### config.mk
export PLATFORM = sky130hd
export DESIGN_NAME = pms_sequencer
export DESIGN_NICKNAME = d
export VERILOG_FILES = /design/src/pms_pkg.sv /design/src/pms_sequencer.sv
export VERILOG_INCLUDE_DIRS = /design/src
export SDC_FILE = /design/constraint.sdc
export NUM_CORES = 1
export LEC_CHECK = 0
export BUFFER_PORTS_ARGS = -buffer_cell sky130_fd_sc_hd__buf_2
export CORE_MARGIN = 5
export CORE_UTILIZATION = 31
export DETAILED_ROUTE_END_ITERATION = 10
export PLACE_DENSITY = 0.5
export SYNTH_ARGS = -nofsm -noshare
export SYNTH_HDL_FRONTEND = slang
export SYNTH_SLANG_ARGS = --single-unit
### constraint.sdc
create_clock -name clk -period 26.6 [get_ports clk]
set_input_delay 2.66 -clock clk [delete_from_list [all_inputs] [get_ports clk]]
set_output_delay 2.66 -clock clk [all_outputs]
set_load 0.1 [all_outputs]
### src/pms_defs.svh
/*
  Constants for the preset memory sequencer: register indices, field ranges,
  command codes, location numbers and timing.
  Assumes a 100 MHz clock and a Wishbone bus with 32-bit data.
*/
`ifndef PMS_DEFS_SVH
`define PMS_DEFS_SVH

`define PMS_IX_CMD        3'h0
`define PMS_IX_CTRL       3'h1
`define PMS_IX_STAT       3'h2
`define PMS_IX_DIV        3'h3

`define PMS_F_OP          3:0
`define PMS_F_ARG         10:4
`define PMS_B_LOCK        0
`define PMS_B_HOLD_UP     1
`define PMS_B_HOLD_DN     2

`define PMS_C_STORE       4'h1
`define PMS_C_RECALL      4'h2
`define PMS_C_SEQ_UP      4'h3
`define PMS_C_SEQ_DN      4'h4
`define PMS_C_PSTORE      4'h5
`define PMS_C_PRECALL     4'h6
`define PMS_C_RESET_FP    4'h7
`define PMS_C_RESET_RMT   4'h8
`define PMS_C_KEY_STORE   4'h9
`define PMS_C_KEY_OTHER   4'hA
`define PMS_C_DIV_SHOW    4'hB
`define PMS_C_DIV_DIGIT   4'hC
`define PMS_C_DIV_SKIP    4'hD

`define PMS_OP_SAVE       3'h0
`define PMS_OP_LOAD       3'h1
`define PMS_OP_COPY       3'h2
`define PMS_OP_PSAVE      3'h3
`define PMS_OP_PLOAD      3'h4

`define PMS_LOC_SCRATCH   7'h00
`define PMS_LOC_MIN       7'h01
`define PMS_LOC_MAX       7'h32
`define PMS_LOC_PARAM     7'h60
`define PMS_LOC_DFLT      7'h61
`define PMS_LOC_CUR       7'h63
`define PMS_REL_PARAMS    4'h2
`define PMS_RADIX         7'h0A
`define PMS_TENS_MAX      4'h5
`define PMS_DIGIT_MAX     4'h9
`define PMS_NDIV          4
`define PMS_DIV_W         6

`define PMS_CLK_MHZ       100
`define PMS_CONFIRM_MS    5000
`define PMS_SHOW_MS       5000
`define PMS_REPEAT_MS     200
`define PMS_CONFIRM_CYC   (`PMS_CONFIRM_MS * 1000 * `PMS_CLK_MHZ)
`define PMS_SHOW_CYC      (`PMS_SHOW_MS * 1000 * `PMS_CLK_MHZ)
`define PMS_REPEAT_CYC    (`PMS_REPEAT_MS * 1000 * `PMS_CLK_MHZ)

`endif

### src/pms_pkg.sv
/*
  Types for the preset memory sequencer.
  Assumes nothing beyond the sequencer module that uses them.
*/
package pms_pkg;
  typedef enum logic [1:0] {PMS_IDLE, PMS_OP, PMS_FILL} pms_state_e;
  typedef logic [6:0] pms_loc_t;
  typedef logic [23:0] pms_divs_t;
endpackage : pms_pkg

### src/pms_sequencer.sv
/*
  Preset memory sequencer: partition-bounded stepping, divider entry, write lock, memory reset and
  single-parameter store/recall. Assumes a same-clock Wishbone master and a one-cycle nv_ack per nv_req.
*/
// Summary of operation
// - Sequence requests ignored while sweep active
// - Sequence up recalls next location, wraps
// - Held key keeps stepping and recalling, up or down
// - Sequence down steps below, wraps to top
// - No dividers: range covers 01 to 50
// - Dividers bound wrapping within each partition
// - Divider location belongs to upper partition
// - Four dividers, 01 and 50 outer bounds
// - Show dividers; digit then starts entry
// - Commit only after four; other key aborts
// - Skip keeps old value if no digit
// - Value 00 deletes the divider
// - Sort, commit, show for five seconds
// - Out-of-range divider digits abort entry at once
// - Duplicates accepted, removed when sorting
// - Lock rejects stores to 01-50 and 96
// - Memory reset copies 97 into user, 96, 99
// - Panel reset needs store within 5 seconds
// - Timeout or other key abandons the reset
// - Remote reset acts at once
// - Single parameter store/recall uses location 96
// - Location 96 default until parameter stored
// - Frequency/amplitude carry relative flag, offset, reference
// - Recall never changes output on/off
`timescale 1ns/1ps
`include "pms_defs.svh"
module pms_sequencer #(
  parameter int unsigned CONFIRM_CYC = `PMS_CONFIRM_CYC,
  parameter int unsigned SHOW_CYC    = `PMS_SHOW_CYC,
  parameter int unsigned REPEAT_CYC  = `PMS_REPEAT_CYC
)(
  input  wire logic        clk,
  input  wire logic        rst,
  input  wire logic        wb_cyc_i,
  input  wire logic        wb_stb_i,
  input  wire logic        wb_we_i,
  input  wire logic [4:2]  wb_adr_i,
  input  wire logic [3:0]  wb_sel_i,
  input  wire logic [31:0] wb_dat_i,
  output logic      [31:0] wb_dat_o,
  output logic             wb_ack_o,
  input  wire logic        sweep_active,
  output logic             nv_req,
  output logic      [2:0]  nv_op,
  output logic      [6:0]  nv_src,
  output logic      [6:0]  nv_dst,
  output logic      [3:0]  nv_param,
  output logic             nv_rel,
  input  wire logic        nv_ack
);
  pms_pkg::pms_state_e state_r;
  pms_pkg::pms_loc_t   last_r, pend_r, fill_r, seq_loc, go_src, go_dst, carg, dval;
  pms_pkg::pms_divs_t  div_r, new_r, new_nxt, wdiv;
  logic [2:0]  swp_r, go_op;
  logic        sweep_r, lock_r, hold_up_r, hold_dn_r, p96_used_r, upd_r;
  logic        op_rej_r, ent_rej_r, prompt_r, show_r, entry_r, part_r;
  logic [1:0]  eidx_r;
  logic [3:0]  pdig_r, cop;
  logic [31:0] rpt_r, pcnt_r, scnt_r;
  logic        wr, cmd_v, step_ok, busy, go, go_upd, fill_go, bad, div_ok;
  // Dedupe then ascending sort; deleted dividers (00) sink to the front
  function automatic pms_pkg::pms_divs_t div_sort(input pms_pkg::pms_divs_t v);
    logic [5:0] t, a [4];
    for (int i = 0; i < `PMS_NDIV; i++) a[i] = v[i*`PMS_DIV_W +: `PMS_DIV_W];
    for (int i = 1; i < `PMS_NDIV; i++)
      for (int j = 0; j < i; j++)
        if (a[i] == a[j]) a[i] = '0;
    for (int i = 0; i < `PMS_NDIV - 1; i++)
      for (int j = 0; j < `PMS_NDIV - 1 - i; j++)
        if (a[j] > a[j+1]) begin
          t = a[j];
          a[j] = a[j+1];
          a[j+1] = t;
        end
    return {a[3], a[2], a[1], a[0]};
  endfunction : div_sort
  // Partition bounds from the active dividers around the current location
  function automatic pms_pkg::pms_loc_t seq_next(input pms_pkg::pms_loc_t cur,
                                                 input pms_pkg::pms_divs_t dv, input logic up);
    pms_pkg::pms_loc_t lo, hi, d;
    lo = `PMS_LOC_MIN;
    hi = `PMS_LOC_MAX;
    for (int i = 0; i < `PMS_NDIV; i++) begin
      d = {1'b0, dv[i*`PMS_DIV_W +: `PMS_DIV_W]};
      if (d != `PMS_LOC_SCRATCH) begin
        if (d <= cur && d > lo) lo = d;
        if (d > cur && d - `PMS_LOC_MIN < hi) hi = d - `PMS_LOC_MIN;
      end
    end
    if (cur < `PMS_LOC_MIN || cur > `PMS_LOC_MAX) return up ? `PMS_LOC_MIN : `PMS_LOC_MAX;
    if (up) return (cur >= hi) ? lo : cur + `PMS_LOC_MIN;
    return (cur <= lo) ? hi : cur - `PMS_LOC_MIN;
  endfunction : seq_next
  // Three-stage synchroniser; a change counts once the last two agree
  always_ff @(posedge clk or posedge rst) begin
    if (rst) begin
      swp_r   <= '0;
      sweep_r <= 1'b0;
    end else begin
      swp_r <= {swp_r[1:0], sweep_active};
      if (swp_r[2] == swp_r[1]) sweep_r <= swp_r[2];
    end
  end
  // Bus slave: ack one cycle after the request, writes act on the ack edge
  assign wr    = wb_ack_o & wb_cyc_i & wb_stb_i & wb_we_i;
  assign cmd_v = wr && wb_adr_i == `PMS_IX_CMD && wb_sel_i[1:0] == 2'h3;
  assign cop   = wb_dat_i[`PMS_F_OP];
  assign carg  = wb_dat_i[`PMS_F_ARG];
  assign busy  = state_r != pms_pkg::PMS_IDLE;
  assign wdiv  = {wb_dat_i[29:24], wb_dat_i[21:16], wb_dat_i[13:8], wb_dat_i[5:0]};
  always_ff @(posedge clk or posedge rst) begin
    if (rst) begin
      wb_ack_o <= 1'b0;
      wb_dat_o <= '0;
    end else begin
      wb_ack_o <= wb_cyc_i & wb_stb_i & ~wb_ack_o;
      unique case (wb_adr_i)
        `PMS_IX_CTRL: wb_dat_o <= {29'h0, hold_dn_r, hold_up_r, lock_r};
        `PMS_IX_STAT: wb_dat_o <= {16'h0, sweep_r, ent_rej_r | op_rej_r, show_r, part_r, eidx_r,
                                   entry_r, prompt_r, busy, last_r};
        `PMS_IX_DIV:  wb_dat_o <= {2'h0, div_r[23:18], 2'h0, div_r[17:12], 2'h0, div_r[11:6], 2'h0, div_r[5:0]};
        default:      wb_dat_o <= '0;
      endcase
    end
  end
  // Lock and held keys live here, never in a stored state
  always_ff @(posedge clk or posedge rst) begin
    if (rst) begin
      lock_r    <= 1'b0;
      hold_up_r <= 1'b0;
      hold_dn_r <= 1'b0;
    end else if (wr && wb_adr_i == `PMS_IX_CTRL && wb_sel_i[0]) begin
      lock_r    <= wb_dat_i[`PMS_B_LOCK];
      hold_up_r <= wb_dat_i[`PMS_B_HOLD_UP];
      hold_dn_r <= wb_dat_i[`PMS_B_HOLD_DN];
    end
  end
  // Key repeat: first step at once, then one per repeat period while held
  assign step_ok = (hold_up_r | hold_dn_r) && rpt_r == '0 && !busy && !sweep_r && !prompt_r && !entry_r;
  always_ff @(posedge clk or posedge rst) begin
    if (rst) rpt_r <= '0;
    else if (!hold_up_r && !hold_dn_r) rpt_r <= '0;
    else if (step_ok) rpt_r <= REPEAT_CYC - 1;
    else if (rpt_r != '0) rpt_r <= rpt_r - 1;
  end
  assign seq_loc = seq_next(last_r, div_r, cmd_v ? cop == `PMS_C_SEQ_UP : hold_up_r);
  // Command decode for state-memory operations
  always_comb begin
    go      = 1'b0;
    go_upd  = 1'b1;
    go_op   = `PMS_OP_LOAD;
    go_src  = carg;
    go_dst  = `PMS_LOC_CUR;
    fill_go = 1'b0;
    bad     = 1'b0;
    if (cmd_v && !prompt_r && !entry_r) begin
      unique case (cop)
        `PMS_C_STORE: begin
          if (busy || sweep_r || lock_r || carg < `PMS_LOC_MIN || carg > `PMS_LOC_MAX) bad = 1'b1;
          else go = 1'b1;
          go_op  = `PMS_OP_SAVE;
          go_src = `PMS_LOC_CUR;
          go_dst = carg;
        end
        `PMS_C_RECALL: begin
          if (busy || sweep_r || (carg > `PMS_LOC_MAX && carg < `PMS_LOC_PARAM)) bad = 1'b1;
          else go = 1'b1;
        end
        `PMS_C_SEQ_UP, `PMS_C_SEQ_DN: begin
          if (busy || sweep_r) bad = 1'b1;
          else go = 1'b1;
          go_src = seq_loc;
        end
        `PMS_C_PSTORE: begin
          if (busy || sweep_r || lock_r) bad = 1'b1;
          else go = 1'b1;
          go_op  = `PMS_OP_PSAVE;
          go_src = `PMS_LOC_CUR;
          go_dst = `PMS_LOC_PARAM;
          go_upd = 1'b0;
        end
        `PMS_C_PRECALL: begin
          if (busy || sweep_r) bad = 1'b1;
          else go = 1'b1;
          go_op  = `PMS_OP_PLOAD;
          go_src = p96_used_r ? `PMS_LOC_PARAM : `PMS_LOC_DFLT;
          go_upd = 1'b0;
        end
        `PMS_C_RESET_RMT: begin
          if (busy) bad = 1'b1;
          else fill_go = 1'b1;
        end
        default: ;
      endcase
    end else if (cmd_v && prompt_r && cop == `PMS_C_KEY_STORE) begin
      if (busy) bad = 1'b1;
      else fill_go = 1'b1;
    end else if (step_ok) begin
      go     = 1'b1;
      go_src = seq_loc;
    end
  end
  // State-memory sequencer: one request at a time, level until nv_ack
  always_ff @(posedge clk or posedge rst) begin
    if (rst) begin
      state_r    <= pms_pkg::PMS_IDLE;
      nv_req     <= 1'b0;
      nv_op      <= `PMS_OP_LOAD;
      nv_src     <= `PMS_LOC_SCRATCH;
      nv_dst     <= `PMS_LOC_SCRATCH;
      nv_param   <= '0;
      nv_rel     <= 1'b0;
      last_r     <= `PMS_LOC_SCRATCH;
      pend_r     <= `PMS_LOC_SCRATCH;
      upd_r      <= 1'b0;
      fill_r     <= `PMS_LOC_MIN;
      p96_used_r <= 1'b0;
      op_rej_r   <= 1'b0;
    end else begin
      if (bad) op_rej_r <= 1'b1;
      else if (go || fill_go) op_rej_r <= 1'b0;
      unique case (state_r)
        pms_pkg::PMS_IDLE: begin
          if (go) begin
            state_r  <= pms_pkg::PMS_OP;
            nv_req   <= 1'b1;
            nv_op    <= go_op;
            nv_src   <= go_src;
            nv_dst   <= go_dst;
            nv_param <= carg[3:0];
            nv_rel   <= carg[3:0] < `PMS_REL_PARAMS;
            pend_r   <= (go_op == `PMS_OP_SAVE) ? go_dst : go_src;
            upd_r    <= go_upd;
          end else if (fill_go) begin
            state_r <= pms_pkg::PMS_FILL;
            nv_req  <= 1'b1;
            nv_op   <= `PMS_OP_COPY;
            nv_src  <= `PMS_LOC_DFLT;
            nv_dst  <= `PMS_LOC_MIN;
            fill_r  <= `PMS_LOC_MIN;
          end
        end
        pms_pkg::PMS_OP: begin
          if (nv_ack) begin
            nv_req  <= 1'b0;
            state_r <= pms_pkg::PMS_IDLE;
            if (upd_r) last_r <= pend_r;
            if (nv_op == `PMS_OP_PSAVE) p96_used_r <= 1'b1;
          end
        end
        pms_pkg::PMS_FILL: begin
          if (nv_req && nv_ack) begin
            nv_req <= 1'b0;
            if (fill_r == `PMS_LOC_CUR) begin
              state_r    <= pms_pkg::PMS_IDLE;
              p96_used_r <= 1'b0;
            end else if (fill_r == `PMS_LOC_MAX) fill_r <= `PMS_LOC_PARAM;
            else if (fill_r == `PMS_LOC_PARAM) fill_r <= `PMS_LOC_CUR;
            else fill_r <= fill_r + `PMS_LOC_MIN;
          end else if (!nv_req) begin
            nv_req <= 1'b1;
            nv_dst <= fill_r;
          end
        end
      endcase
    end
  end
  // Confirm window for a panel-started memory reset
  always_ff @(posedge clk or posedge rst) begin
    if (rst) begin
      prompt_r <= 1'b0;
      pcnt_r   <= '0;
    end else if (prompt_r) begin
      if (cmd_v) prompt_r <= 1'b0;
      else if (pcnt_r == '0) prompt_r <= 1'b0;
      else pcnt_r <= pcnt_r - 1;
    end else if (cmd_v && !entry_r && cop == `PMS_C_RESET_FP) begin
      prompt_r <= 1'b1;
      pcnt_r   <= CONFIRM_CYC - 1;
    end
  end
  // Divider entry: pending digit joined with the second one
  assign dval   = {3'h0, pdig_r} * `PMS_RADIX + {3'h0, carg[3:0]};
  assign div_ok = wdiv[5:0] <= `PMS_LOC_MAX && wdiv[11:6] <= `PMS_LOC_MAX &&
                  wdiv[17:12] <= `PMS_LOC_MAX && wdiv[23:18] <= `PMS_LOC_MAX;
  always_comb begin
    new_nxt = new_r;
    new_nxt[eidx_r*`PMS_DIV_W +: `PMS_DIV_W] = dval[5:0];
  end
  always_ff @(posedge clk or posedge rst) begin
    if (rst) begin
      div_r     <= '0;
      new_r     <= '0;
      entry_r   <= 1'b0;
      show_r    <= 1'b0;
      part_r    <= 1'b0;
      eidx_r    <= '0;
      pdig_r    <= '0;
      scnt_r    <= '0;
      ent_rej_r <= 1'b0;
    end else if (entry_r && cmd_v) begin
      if (cop == `PMS_C_DIV_DIGIT && !part_r) begin
        if (carg[3:0] > `PMS_TENS_MAX) begin
          entry_r   <= 1'b0;
          ent_rej_r <= 1'b1;
        end else begin
          part_r <= 1'b1;
          pdig_r <= carg[3:0];
        end
      end else if (cop == `PMS_C_DIV_DIGIT) begin
        if (carg[3:0] > `PMS_DIGIT_MAX || dval > `PMS_LOC_MAX) begin
          entry_r   <= 1'b0;
          part_r    <= 1'b0;
          ent_rej_r <= 1'b1;
        end else if (eidx_r == 2'h3) begin
          div_r   <= div_sort(new_nxt);
          entry_r <= 1'b0;
          part_r  <= 1'b0;
          show_r  <= 1'b1;
          scnt_r  <= SHOW_CYC - 1;
        end else begin
          new_r  <= new_nxt;
          eidx_r <= eidx_r + 2'h1;
          part_r <= 1'b0;
        end
      end else if (cop == `PMS_C_DIV_SKIP) begin
        if (!part_r && eidx_r == 2'h3) begin
          div_r   <= div_sort(new_r);
          entry_r <= 1'b0;
          show_r  <= 1'b1;
          scnt_r  <= SHOW_CYC - 1;
        end else if (!part_r) eidx_r <= eidx_r + 2'h1;
      end else begin
        entry_r <= 1'b0;
        part_r  <= 1'b0;
      end
    end else if (cmd_v && !prompt_r) begin
      ent_rej_r <= 1'b0;
      if (show_r && cop == `PMS_C_DIV_DIGIT) begin
        show_r <= 1'b0;
        new_r  <= div_r;
        eidx_r <= '0;
        pdig_r <= carg[3:0];
        if (carg[3:0] > `PMS_TENS_MAX) ent_rej_r <= 1'b1;
        else begin
          entry_r <= 1'b1;
          part_r  <= 1'b1;
        end
      end else if (cop == `PMS_C_DIV_SHOW) begin
        show_r <= 1'b1;
        scnt_r <= SHOW_CYC - 1;
      end else show_r <= 1'b0;
    end else if (wr && wb_adr_i == `PMS_IX_DIV && wb_sel_i == 4'hF && !entry_r) begin
      if (div_ok) div_r <= div_sort(wdiv);
      ent_rej_r <= !div_ok;
    end else if (show_r) begin
      if (scnt_r == '0) show_r <= 1'b0;
      else scnt_r <= scnt_r - 1;
    end
  end
endmodule : pms_sequencer

After elaboration in Yosys (flattened, before gate mapping)
Cells that the tools add are included.

Bits in registers: 244. Word-level logic and storage cells: 664. Output and inout bits: 56. Input bits: 46.

Multipliers: 2. Mux-type cells: 380. $lt $le $gt $ge: 49. Shift-type cells: 2. Add/sub/neg operators: 13. Eq/ne operators: 80. Bitwise gates (word level): 8. Reductions and logical operators: 98.

Operators by type and width (count): 12-bit two-way mux (88); 32-bit two-way mux (20); 6-bit two-way mux (105); 24-bit two-way mux (17); 7-bit two-way mux (36); 6-bit == test (18); 6-bit > comparator (18); 32-bit logical NOT (3); 32-bit by 1-bit subtractor with 32-bit output (second input constant) (3); 30-bit case mux with 3 select lines (1); 1-bit two-way mux (79); 6-bit by 7-bit > comparator with 1-bit output (7); 7-bit case mux with 2 select lines (3); 1-bit logical AND (36); 5-bit negator with 34-bit output (1); 6-bit by 34-bit variable shift with 24-bit output (first input constant) (1); 6-bit by 34-bit variable part select with 24-bit output (1); 2-bit inequality test (second input constant) (16); 32-bit nonzero test (1); 2-bit two-way mux (15); 6-bit by 7-bit <= comparator with 1-bit output (4); 6-bit by 1-bit subtractor with 7-bit output (second input constant) (4); 24-bit bitwise mux (1); 4-bit == test (second input constant) (6); 63 further kinds (148).

Logic depth before layout (Yosys ltp)
Gate-level depths: netlist (run 1).

Word-level depth: 46. Gate-level depth with buffers: 69. Depth with buffers taken out: 61.

Least setup slack after synthesis (run 1)
No wires, ideal clock.

Path type: input to register. From: input port wb_dat_i[5]. To: register div_r[11]. Required time: 26467 ps. Buffers on the path: 9. Setup time: 133 ps. Arrival time: 13530 ps. Slack: 12938 ps. Stages on the path: 60. Path through: ha_1 -> fa_1 -> and3_1 -> o22a_1 -> clkbuf_1 -> a221o_1 -> buf_4 -> xnor2_1 -> or4_1 -> buf_2 -> o21ai_1 -> inv_1 -> ha_1 -> inv_1 -> a21o_1 -> a21oi_1 -> o21ai_0 -> o21a_1 -> [24 not listed] -> a32o_1 -> a41oi_2 -> and3_1 -> buf_6 -> buf_6 -> o21ai_1 -> ha_1 -> nor2b_1 -> o21a_1 -> o21ai_0 -> nand2b_1 -> a21oi_1 -> nor2b_1 -> o32ai_1 -> nor2_1 -> a221oi_1 -> a22o_1 -> a21oi_1.

Longest elaborated chain between the ends: 45. Elaborated cells between the ends (all ways): 168. Those cells by class: add/sub (1); order compare (15); eq/ne (13); shift (1); mux (132); reduce/logical (6).

RTL lines: from (decl) (RTL line pms_sequencer.sv:44) `input wire logic [31:0] wb_dat_i,`; 7-bit by 4-bit adder with 7-bit output (RTL line pms_sequencer.sv:288) `` assign dval = {3'h0, pdig_r} * `PMS_RADIX + {3'h0, carg[3:0]}; ``; 6-bit by 34-bit variable part select with 24-bit output (RTL line pms_sequencer.sv:293) `` new_nxt[eidx_r*`PMS_DIV_W +: `PMS_DIV_W] = dval[5:0]; ``; 24-bit bitwise mux (RTL line pms_sequencer.sv:293); 6-bit == test (RTL line pms_sequencer.sv:72) `if (a[i] == a[j]) a[i] = '0;`; 6-bit two-way mux (RTL line pms_sequencer.sv:72); 6-bit two-way mux (RTL line pms_sequencer.sv:320) `end else if (eidx_r == 2'h3) begin`; 6-bit two-way mux (RTL line pms_sequencer.sv:316) `` if (carg[3:0] > `PMS_DIGIT_MAX || dval > `PMS_LOC_MAX) begin ``; 6-bit two-way mux (RTL line pms_sequencer.sv:315) `` end else if (cop == `PMS_C_DIV_DIGIT) begin ``; [29 not listed]; 12-bit two-way mux (RTL line pms_sequencer.sv:306) `end else if (entry_r && cmd_v) begin`; 6-bit > comparator (RTL line pms_sequencer.sv:75) `if (a[j] > a[j+1]) begin`; 12-bit two-way mux (RTL line pms_sequencer.sv:75); 24-bit two-way mux (RTL line pms_sequencer.sv:320); 24-bit two-way mux (RTL line pms_sequencer.sv:316); 24-bit two-way mux (RTL line pms_sequencer.sv:315); 24-bit two-way mux (RTL line pms_sequencer.sv:307) `` if (cop == `PMS_C_DIV_DIGIT && !part_r) begin ``; 24-bit two-way mux (RTL line pms_sequencer.sv:306); to (signal assigned) (RTL line pms_sequencer.sv:321) `div_r <= div_sort(new_nxt);`; to (signal assigned) (RTL line pms_sequencer.sv:333) `div_r <= div_sort(new_r);`; to (signal assigned) (RTL line pms_sequencer.sv:359) `if (div_ok) div_r <= div_sort(wdiv);`; to (decl) (RTL line pms_sequencer.sv:58) `pms_pkg::pms_divs_t div_r, new_r, new_nxt, wdiv;`.

Parallel ways exist; a longest one is shown, timed or not. The select of a mux whose other input is x is not followed. A chain may end at the register's enable or synchronous reset.

Final worst setup path (run 1)
Ends and elaborated chain as after synthesis.

==> qor.yml, run 1 <==
crit_family: "compound AO/OA/AOI/OAI gates"
overflow: 0
fmaxAchievable_ghz: 0.0634
peakVddDrop_uv: 67.0
yosys.cell_types.count: 99
nFillCells: 7905
cpPeakStageDelay_ns: 0.74
grt_max_degree: 76
die_x_um: 285
switching_share_pct: 47.7
critPathMostFrequentCell: "o21ai_0"
synthFlopType: "dfrtp_1"
syn_avg_cell_area_um2: 7.87
crit_fanout: 25
path_class: "primary input to register"
drt-initial-drc-count: 2019
switching_power_uw: 987
vias: 22108
cts_hold_buf: 0
end_kind: "register"
hpwl_mm: 61.0
fin_crit_ns: 15.77
finalCritPeriodShare_pct: 59.3
rsz0062_at_grt: "no"
cts_buffers: 31
slew_headroom_pct: 15.7
internal-power_uw: 1080
ys_ff_latch: 240
drive_gt1_share_pct: 9.12
cts_root_buffer: "clkbuf_16"
num_antenna_cells: 0
pwr-share-seq_pct: 23.0
yosys.area.top_type_share_pct: 25.4
insertion_delay_ns: 0.60
synth.area.top_cells: "dfrtp_1 25%, ha_1 11%, nand2_1 5.0%, o21ai_0 4.2%, nor2_1 4.1%"
worst_slew_pin_slew_ns: 1.27
timing.hold.ws_ns: 0.381
routed_wirelength_mm: 79.8
final-setup-viol-count: 0
ys_seq_area_share_pct: 25.7
hold_viol: 0
core_area_um2: 74700
die_h_um: 285
combinationalPowerShare_pct: 56.6
synth_cells: 2974
yosysWarnings: 0
drt_first_pass_iters: 6
cts_setup_buffers: 0
final_antenna_net_count: 0
start_util_pct: 31.3
worstSetupStartpointType: "primary input"
maxSlewViolCount: 0
grt_pass1_vias: 20437
fin_skew_ns: 0.0108
synth_enable_flop_cells: 0
drc: 0
netlist_area_um2: 23400
critical_path_buf_inv_count: 3
cts_resized: 0
yosysTopAreaCell: "dfrtp_1"
wire_per_inst_um: 20.1
ioPinCount: 102
status: "finished, final reports clean"
critPathRequiredTime_ns: 27.06
hp-class: "register to register"
avgViaCountPerCell: 5.58
syn2layout_area_growth_pct: 9.96
critPathArrivalTime_ns: 16.24
clock_path_buffers: 3
grt_first_pass_wirelength_mm: 124
antenna_found_initial: 3
cellPowerDensity_nw_per_um2: 80.4
placement.io_buffers: 91
clkTransAtPathRegs_ns: 0.06
row_count: 100
async_reset_ff_share_pct: 100
leakage_uw: 0.0116
nNetsFinal: 3229
cap_violations: 0
clkPwrFrac_pct: 20.4
tns_ns: 0
gp_congestion: 0.918
clock-sinks: 240
synth_most_common_cell: "nand2_1"
grt_use_total_pct: 18.8
cts_tree: "done"
slowest_stage: "or4_1"
h-tree-depth: 1
synth_common_cells: "310 x nand2_1, 255 x nor2_1, 238 x dfrtp_1"
die-area_um2: 81100
==> kinds of logic after synthesis <==
logic type | Yosys count | share of synthesized area (%)
mux | 128 | 5.74
xor+xnor | 151 | 5.65
other cells | 2 | 0.0321
compound gates | 834 | 23.6
simple gates | 1061 | 22.2
fa+ha+maj | 212 | 11.4
buf+inv | 346 | 5.71
flops | 240 | 25.7
==> per-stage QoR <==
stage               setup WS [ns]  instance area [um2]  util, %  cells  power [uW]
floorplan                   12.94                23400        -   2980        1380
global placement            10.46                24700     33.1   3908        1630
detailed placement          10.41                24700     33.1   3908        1640
CTS                         11.06                25700     34.5   3964        2080
global route                 9.87                25700     34.5   3964        2250
finish                      10.83                25700     34.5   3964        2070
==> cells in the final DEF (no fill, tap or decap), types with 35 or more instances in the layout <==
cell type,count
a21o_1,35
a21oi_1,174
a31oi_1,52
buf_2,91
buf_4,39
dfrtp_1,238
ha_1,209
inv_1,171
mux2_2,47
mux2i_1,80
nand2_1,310
nand2b_1,45
nand3_1,73
nor2_1,254
nor2b_1,65
nor3_1,75
nor4_1,35
o21a_1,58
o21ai_0,193
xnor2_1,97
xor2_1,54
==> final timing paths <==
check | start | end | slack (ns) | cells past startpoint
setup / recovery | wb_dat_i[5] | div_r[11] | 10.83 | 50
hold / removal | swp_r[1] | swp_r[2] | 0.38 | 0
setup reg to reg | eidx_r[0] | div_r[11] | 11.84 | 49
hold reg to reg | swp_r[1] | swp_r[2] | 0.38 | 0
max in group asynchronous | rst | pcnt_r[6] | 22.54 | 4
min in group asynchronous | rst | scnt_r[6] | 2.12 | 2
==> sequential cells by signal, indices dropped and copies added (netlist names), 2 cells and up <==
| register | count |
|---|---|
| new_r | 24 |
| swp_r | 3 |
| rpt_r | 32 |
| div_r | 24 |
| nv_dst | 7 |
| pend_r | 7 |
| state_r | 2 |
| eidx_r | 2 |
| pcnt_r | 32 |
| scnt_r | 32 |
| pdig_r | 4 |
| wb_dat_o | 28 |
| fill_r | 7 |
| nv_op | 3 |
| nv_param | 4 |
| nv_src | 7 |
| last_r | 7 |
==> area by class of cell <==
type                    instances  area [um2]  share of cell area (%)
inverters                     175         664                    2.58
well taps                     969        1210                    4.71
repair buffers                130         748                    2.91
clock inverters                12         144                   0.559
multi-input cells            2394       16100                    62.6
clock buffers                  44         865                    3.36
flip-flops and latches        240        6010                    23.3
==> per-layer routing <==
layer | global-route usage, % | part of all wire, %
met5 | 0 | 0.015
met4 | 3.55 | 2.2
met3 | 1.96 | 6.0
met2 | 29.5 | 43
met1 | 28.3 | 49
==> worst reg2reg max path, delay by kind of cell, from the launching register on <==
family / cells / cell delay (ns)
compound gates: 28 / 7.43
fa+ha+maj: 6 / 2.10
buf+inv: 3 / 0.55
flops: 1 / 0.78
mux: 1 / 0.38
simple gates: 11 / 3.44
==> power groups by stage <==
| stage | sequential (uW) | combinational [uW] | clock [uW] |
|---|---|---|---|
| 6_report | 476 | 1170 | 423 |
| 5_1_grt | 485 | 1310 | 448 |
| 4_1_cts | 475 | 1160 | 435 |
| 3_5_place_dp | 482 | 1160 | 0 |
| 3_3_place_gp | 481 | 1150 | 0 |
| 2_1_floorplan | 562 | 822 | 0 |
(Power assumes the default switching activity.)
==> run 2, diff against run 1 <==
ABC_AREA = 1   (was not set)
PLACE_DENSITY = 0.51   (was 0.5)
clock period = 14.4 ns   (was 26.6 ns; I/O delays follow)
==> run 2 against run 1 <==
  * Routed wire length is 1.5% higher
  * Sequential cell count unchanged
  * Total power grew 42%
  * Global-route usage is 0.49 points higher
  * Sequential share of layout area is 0.061 points higher
  * Register-to-register slack lost 9.1 ns
  * Clock skew grew 0.010 ns
  * Synthesized area shrank 0.80%
  * Critical endpoint is now div_r[9]
  * Highest routed layer is now met4
==> qor.yml, run 2 <==
fmaxAchievable_ghz: 0.0831
insertion_delay_ns: 0.63  # +0.03 ns
synth_enable_flop_cells: 0  # unchanged
grt_max_degree: 122  # +61%
wl_met2_mm: 36.7  # +6.4%
cts_resized: 0  # unchanged
placed_area_um2: 24600  # -0.47%
vias: 23509  # +6.3%
synth_common_cells: "844 x nand2_1, 482 x inv_1, 366 x o21ai_0"
crit_fanout: 13  # -48%
cts_root_buffer: "clkbuf_16"
worstSetupStartpointType: "primary input"
cpPeakStageDelay_ns: 0.71  # -0.03 ns
met1_length_mm: 37.9  # -2.1%
clkPwrFrac_pct: 27.8  # +7.4 points
drt-initial-drc-count: 1754  # -13%
worstReg2RegStart: "eidx_r[0]"
start_util_pct: 31.3  # -0.093 points
pwr-share-seq_pct: 28.2  # +5.2 points
h-tree-depth: 1  # unchanged
final_core_util_pct: 34.6  # +0.083 points
drt_first_pass_iters: 5  # -1
yosysTopAreaCell: "dfrtp_1"
drc: 0  # unchanged
synthFlopType: "dfrtp_1"
critPathMostFrequentCell: "o21ai_0"
clock-sinks: 240  # unchanged
peakVddDrop_uv: 94.0  # +40%
layout_common_cells: "844 x nand2_1, 481 x inv_1, 366 x o21ai_0"
fin_skew_ns: 0.0209  # +0.0101 ns
hold_viol: 0  # unchanged
grt_use_total_pct: 19.3  # +0.49 points
gp_congestion: 0.930  # +1.4%
die_x_um: 284  # -0.38%
slowest_stage: "a31oi_1"
rrSetupSlack_ns: 2.74  # -9.10 ns
syn_avg_cell_area_um2: 6.50  # -17%
worstSetupEndpoint: "div_r[9]"
worst_slew_pin_slew_ns: 1.25  # -0.0192 ns
ioPinCount: 102  # unchanged
switching_share_pct: 44.1  # -3.6 points
final_antenna_net_count: 0  # unchanged
hp-class: "register to register"
wire_per_inst_um: 17.5  # -13%
switching_power_uw: 1300  # +31%
crit_start: "wb_dat_i[5]"
slew_headroom_pct: 16.1  # +0.40 points
postLayoutCellArea_um2: 25700  # -0.26%
die-area_um2: 80500  # -0.77%
synth_cells: 3574  # +20%
grt_first_pass_wirelength_mm: 126  # +2.0%
overflow: 0  # unchanged
cts_buffers: 31  # unchanged
highest_layer: "met4"
critPathArrivalTime_ns: 12.53  # -3.71 ns
core_area_um2: 74300  # -0.50%
hpwl_mm: 63.9  # +4.8%
syn2layout_area_growth_pct: 10.6
cap_violations: 0  # unchanged
layout_commonest_cell: "nand2_1"
antenna_found_initial: 0  # -3
ys_seq_area_share_pct: 25.9  # +0.21 points
row_count: 100  # unchanged
async_reset_ff_share_pct: 100  # unchanged
tns_ns: 0  # unchanged
yosysWarnings: 0  # unchanged
die_h_um: 284  # -0.38%
path_class: "primary input to register"
drive_gt1_share_pct: 6.45  # -2.7 points
synth_most_common_cell: "nand2_1"
maxSlewViolCount: 0  # unchanged
rsz0062_at_grt: "no"
p_total_uw: 2940  # +42%
placement.io_buffers: 91  # unchanged
combinationalPowerShare_pct: 44.0  # -13 points
routed_wirelength_mm: 81.0  # +1.5%
synth.area.top_cells: "dfrtp_1 26%, nand2_1 14%, ha_1 11%, o21ai_0 7.9%, inv_1 7.8%"
fin_crit_ns: 12.03
status: "finished, final reports clean"
cts_hold_buf: 0  # unchanged
clkTransAtPathRegs_ns: 0.08  # +0.02 ns
reg_top3: "pcnt_r (32), rpt_r (32), scnt_r (32)"
r2r_end: "div_r[1]"
internal-power_uw: 1640  # +52%
end_kind: "register"
cts_setup_buffers: 0  # unchanged
netlist_area_um2: 23200  # -0.80%
ys_ff_latch: 240  # unchanged
yosys.area.top_type_share_pct: 25.6  # +0.20 points
nNetsFinal: 3877  # +20%
nFillCells: 8269  # +4.6%
finalCritPeriodShare_pct: 83.5
clock_path_buffers: 3  # unchanged
cellPowerDensity_nw_per_um2: 114  # +42%
critPathRequiredTime_ns: 14.90  # -12.16 ns
final-setup-viol-count: 0  # unchanged
yosys.cell_types.count: 69  # -30%
leakage_uw: 0.0131  # +13%
grt_pass1_vias: 22024  # +7.8%
cts_tree: "done"
wl_met3_mm: 4.68  # -1.8%
r2r_cells: 59  # +20%
avgViaCountPerCell: 5.10  # -8.6%
run 2: cell count changes after synthesis, sizes merged, moves of 56 or more:
cell    change
mux2i      -74
clkbuf     -70
nor2      +113
nand2     +552
xnor2      -67
nand3     +126
o21ai     +167
inv       +335
a21oi      +56
nor2b      -66
run 2: worst min path at each step:
stage	from	endpoint	cells after the start
3_5_place_dp	swp_r[0]	swp_r[1]	0
6_report	swp_r[0]	swp_r[1]	0
3_3_place_gp	swp_r[0]	swp_r[1]	0
2_1_floorplan	swp_r[0]	swp_r[1]	0
5_1_grt	swp_r[0]	swp_r[1]	0
4_1_cts	swp_r[0]	swp_r[1]	0
run 2: per-stage QoR:
stage / hold WS (ns) / worst slack (ns) / std cells
global placement: 0.343 / 2.05 / 4556
CTS: 0.352 / 2.50 / 4613
detailed placement: 0.347 / 1.86 / 4556
global route: 0.366 / 0.838 / 4613
finish: 0.349 / 2.37 / 4614
floorplan: 0.331 / 4.60 / 3580
run 2: routing by layer:
layer  vias up  track usage (%)
met5         -                0
met4         0             3.84
met3        93             2.48
met2       582             31.9
met1     10885             27.3
li1      11949                -
run 2: final cells by class:
class	instances	area [um2]	area share, %
multi-input cells	2724	14900	58.0
flip-flops and latches	240	6010	23.4
inverters	517	1950	7.59
well taps	969	1210	4.72
clock buffers	45	918	3.58
repair buffers	106	568	2.21
clock inverters	12	136	0.531
diodes	1	2.50	0.00974
run 2: power groups by stage:
stage	clock (uW)	sequential, uW	combinational, uW
finish	817	829	1290
floorplan	0	937	891
detailed placement	0	840	1290
global route	866	841	1470
global placement	0	841	1280
CTS	839	829	1300
run 2: kinds of logic after synthesis:
logic type / after synthesis / share of synthesized area (%)
compound gates: 800 / 19.4
xor+xnor: 92 / 3.47
fa+ha+maj: 212 / 11.5
buf+inv: 616 / 10.2
flops: 240 / 25.9
mux: 7 / 0.302
other cells: 2 / 0.0323
simple gates: 1605 / 29.3
run 2: worst max-delay path: cells and delay by family:
kind | cells | cell delay [ns]
AOI/OAI and AO/OA | 27 | 6.05
adders and majority gates | 5 | 1.35
buffers and inverters | 11 | 2.43
and+or+nand+nor | 10 | 1.24
==> run 3, diff against run 2 <==
PLACE_DENSITY = 0.5   (was 0.51)
clock period = 11.4 ns   (was 14.4 ns; I/O delays follow)
==> run 3 against run 2 <==
  * Global-route usage up 0.078 points
  * Clock power increased by 22%
  * Via count grew 0.23%
  * Sequential power grew 27%
  * Hold slack improved by 0.013 ns
  * Critical path depth is 8 higher
  * Register-to-register slack worse by 1.7 ns
  * Combinational power up 29%
  * Routed wire length barely moved
  * Core utilization grew 0.14 points
  * Sequential cell count is the same
  * Largest cell class unchanged
  * Largest power group unchanged
==> qor.yml, run 3 (synthesis gave the netlist of run 2 again) <==
h-tree-depth: 1  # unchanged
start_util_pct: 31.3  # unchanged
fin_skew_ns: 0.0215  # +0.000555 ns
crit_start: "eidx_r[0]"
drc: 0  # unchanged
die_h_um: 284  # unchanged
clock-sinks: 240  # unchanged
postLayoutCellArea_um2: 25800  # +0.40%
cts_root_buffer: "clkbuf_16"
path_class: "register to register"
tns_ns: 0  # unchanged
fmaxAchievable_ghz: 0.0967
timing.hold.ws_ns: 0.362  # +0.0127 ns
p_total_uw: 3710  # +26%
pwr-share-seq_pct: 28.3  # about the same
hold_viol: 0  # unchanged
final-setup-viol-count: 0  # unchanged
cts_hold_buf: 0  # unchanged
critPathArrivalTime_ns: 10.87  # -1.66 ns
final_core_util_pct: 34.7  # +0.14 points
multi_input_area_um2: 14900  # +0.11%
cellPowerDensity_nw_per_um2: 144  # +26%
leakage_uw: 0.0132  # +0.44%
die_x_um: 284  # unchanged
worstSetupStartpointType: "register"
maxSlewViolCount: 0  # unchanged
core_area_um2: 74300  # unchanged
internal-power_uw: 2050  # +25%
fin_crit_ns: 10.34
hpwl_mm: 64.2  # +0.47%
slowest_stage: "dfrtp_2"
placement.io_buffers: 91  # unchanged
insertion_delay_ns: 0.61  # -0.02 ns
grt_first_pass_wirelength_mm: 127  # +0.43%
die-area_um2: 80500  # unchanged
grt_pass1_vias: 21998  # -0.12%
drt_first_pass_iters: 7  # +2
cts_buffers: 30  # -3.2%
syn2layout_area_growth_pct: 11.0
drt-initial-drc-count: 1989  # +13%
cts_tree: "done"
grt_max_degree: 120  # -1.6%
cpPeakStageDelay_ns: 0.54  # -0.17 ns
switching_share_pct: 44.6  # +0.49 points
clock_path_buffers: 3  # unchanged
row_count: 100  # unchanged
gp_congestion: 0.932  # +0.16%
slew_headroom_pct: 23.4  # +7.4 points
nNetsFinal: 3894  # +0.44%
worstSetupEndpoint: "div_r[5]"
rsz0062_at_grt: "no"
min_delay_path_depth: 0  # unchanged
crit_fanout: 17  # +4
combinationalPowerShare_pct: 44.8  # +0.8 points
peakVddDrop_uv: 119  # +27%
worst_slew_pin_slew_ns: 1.14  # -0.109 ns
grt_use_total_pct: 19.4  # +0.078 points
avgViaCountPerCell: 5.09  # about the same
r2r_cells: 61  # +3.4%
r2r_end: "div_r[5]"
ioPinCount: 102  # unchanged
worstReg2RegStart: "eidx_r[0]"
reg_top3: "pcnt_r (32), rpt_r (32), scnt_r (32)"
seqCellArea_um2: 6010  # about the same
critPathRequiredTime_ns: 11.93  # -2.97 ns
drive_gt1_share_pct: 6.86  # +0.41 points
vias: 23564  # +0.23%
switching_power_uw: 1650  # +27%
nFillCells: 8294  # +0.30%
placed_area_um2: 24800  # +0.55%
clkTransAtPathRegs_ns: 0.07  # about the same
clkPwrFrac_pct: 26.9  # -0.9 points
overflow: 0  # unchanged
layout_commonest_cell: "nand2_1"
rrSetupSlack_ns: 1.06  # -1.68 ns
status: "finished, final reports clean"
hp-class: "register to register"
finalCritPeriodShare_pct: 90.7
antenna_found_initial: 0  # unchanged
wire_per_inst_um: 17.5  # -0.23%
routed_wirelength_mm: 81.0  # about the same
final_antenna_net_count: 0  # unchanged
layout_common_cells: "844 x nand2_1, 481 x inv_1, 363 x nor2_1, 363 x o21ai_0, 237 x dfrtp_1"
end_kind: "register"
num_antenna_cells: 0  # -1
critPathMostFrequentCell: "inv_1"
cap_violations: 0  # unchanged
[run 3: how the worst min path moves through the flow]
stage	start	end	slack, ns
floorplan	swp_r[0]	swp_r[1]	0.33
global placement	swp_r[0]	swp_r[1]	0.34
detailed placement	swp_r[0]	swp_r[1]	0.34
CTS	swp_r[0]	swp_r[1]	0.37
global route	swp_r[0]	swp_r[1]	0.37
finish	swp_r[0]	swp_r[1]	0.36
[run 3: layout make-up]
| class | count | share of cell area, % |
|---|---|---|
| multi-input combinational | 2724 | 57.8 |
| sequential | 240 | 23.3 |
| inverter | 517 | 7.56 |
| tap | 969 | 4.70 |
| clock buffer | 41 | 3.30 |
| timing repair buffer | 124 | 2.73 |
| clock inverter | 12 | 0.602 |
[run 3: through the flow]
step           setup WS [ns]  instances
2_1_floorplan           1.90       3580
3_3_place_gp           0.492       4574
3_5_place_dp           0.358       4574
4_1_cts                0.943       4627
5_1_grt               0.0404       4627
6_report                1.06       4627
[run 3: power groups by stage]
stage          clock network (uW)  registers (uW)  logic [uW]
2_1_floorplan                   0            1180        1130
3_3_place_gp                    0            1060        1630
3_5_place_dp                    0            1060        1650
4_1_cts                      1020            1050        1650
5_1_grt                      1050            1060        1900
6_report                      997            1050        1660
[run 3: layer usage]
| layer | up-vias | track usage, % | part of all wire [%] |
|---|---|---|---|
| met5 | - | 0 | 0 |
| met4 | 0 | 4.13 | 2.2 |
| met3 | 98 | 2.32 | 6.1 |
| met2 | 657 | 31.3 | 45 |
| met1 | 10840 | 27.9 | 47 |
| li1 | 11969 | - | - |
[run 3: worst max-delay path, delay by kind of cell, from the launching register on]
family                     cells  cell delay [ns]
adders and majority gates      6             1.93
buffers and inverters         15             2.23
DFF                            1             0.54
AOI/OAI and AO/OA             12             2.28
and+or+nand+nor               28             3.28
[run 3: what timing repair did]
item,in CTS,in global routing
buffers inserted,0,0
setup endpoints to repair,0,12
resized for setup,0,6
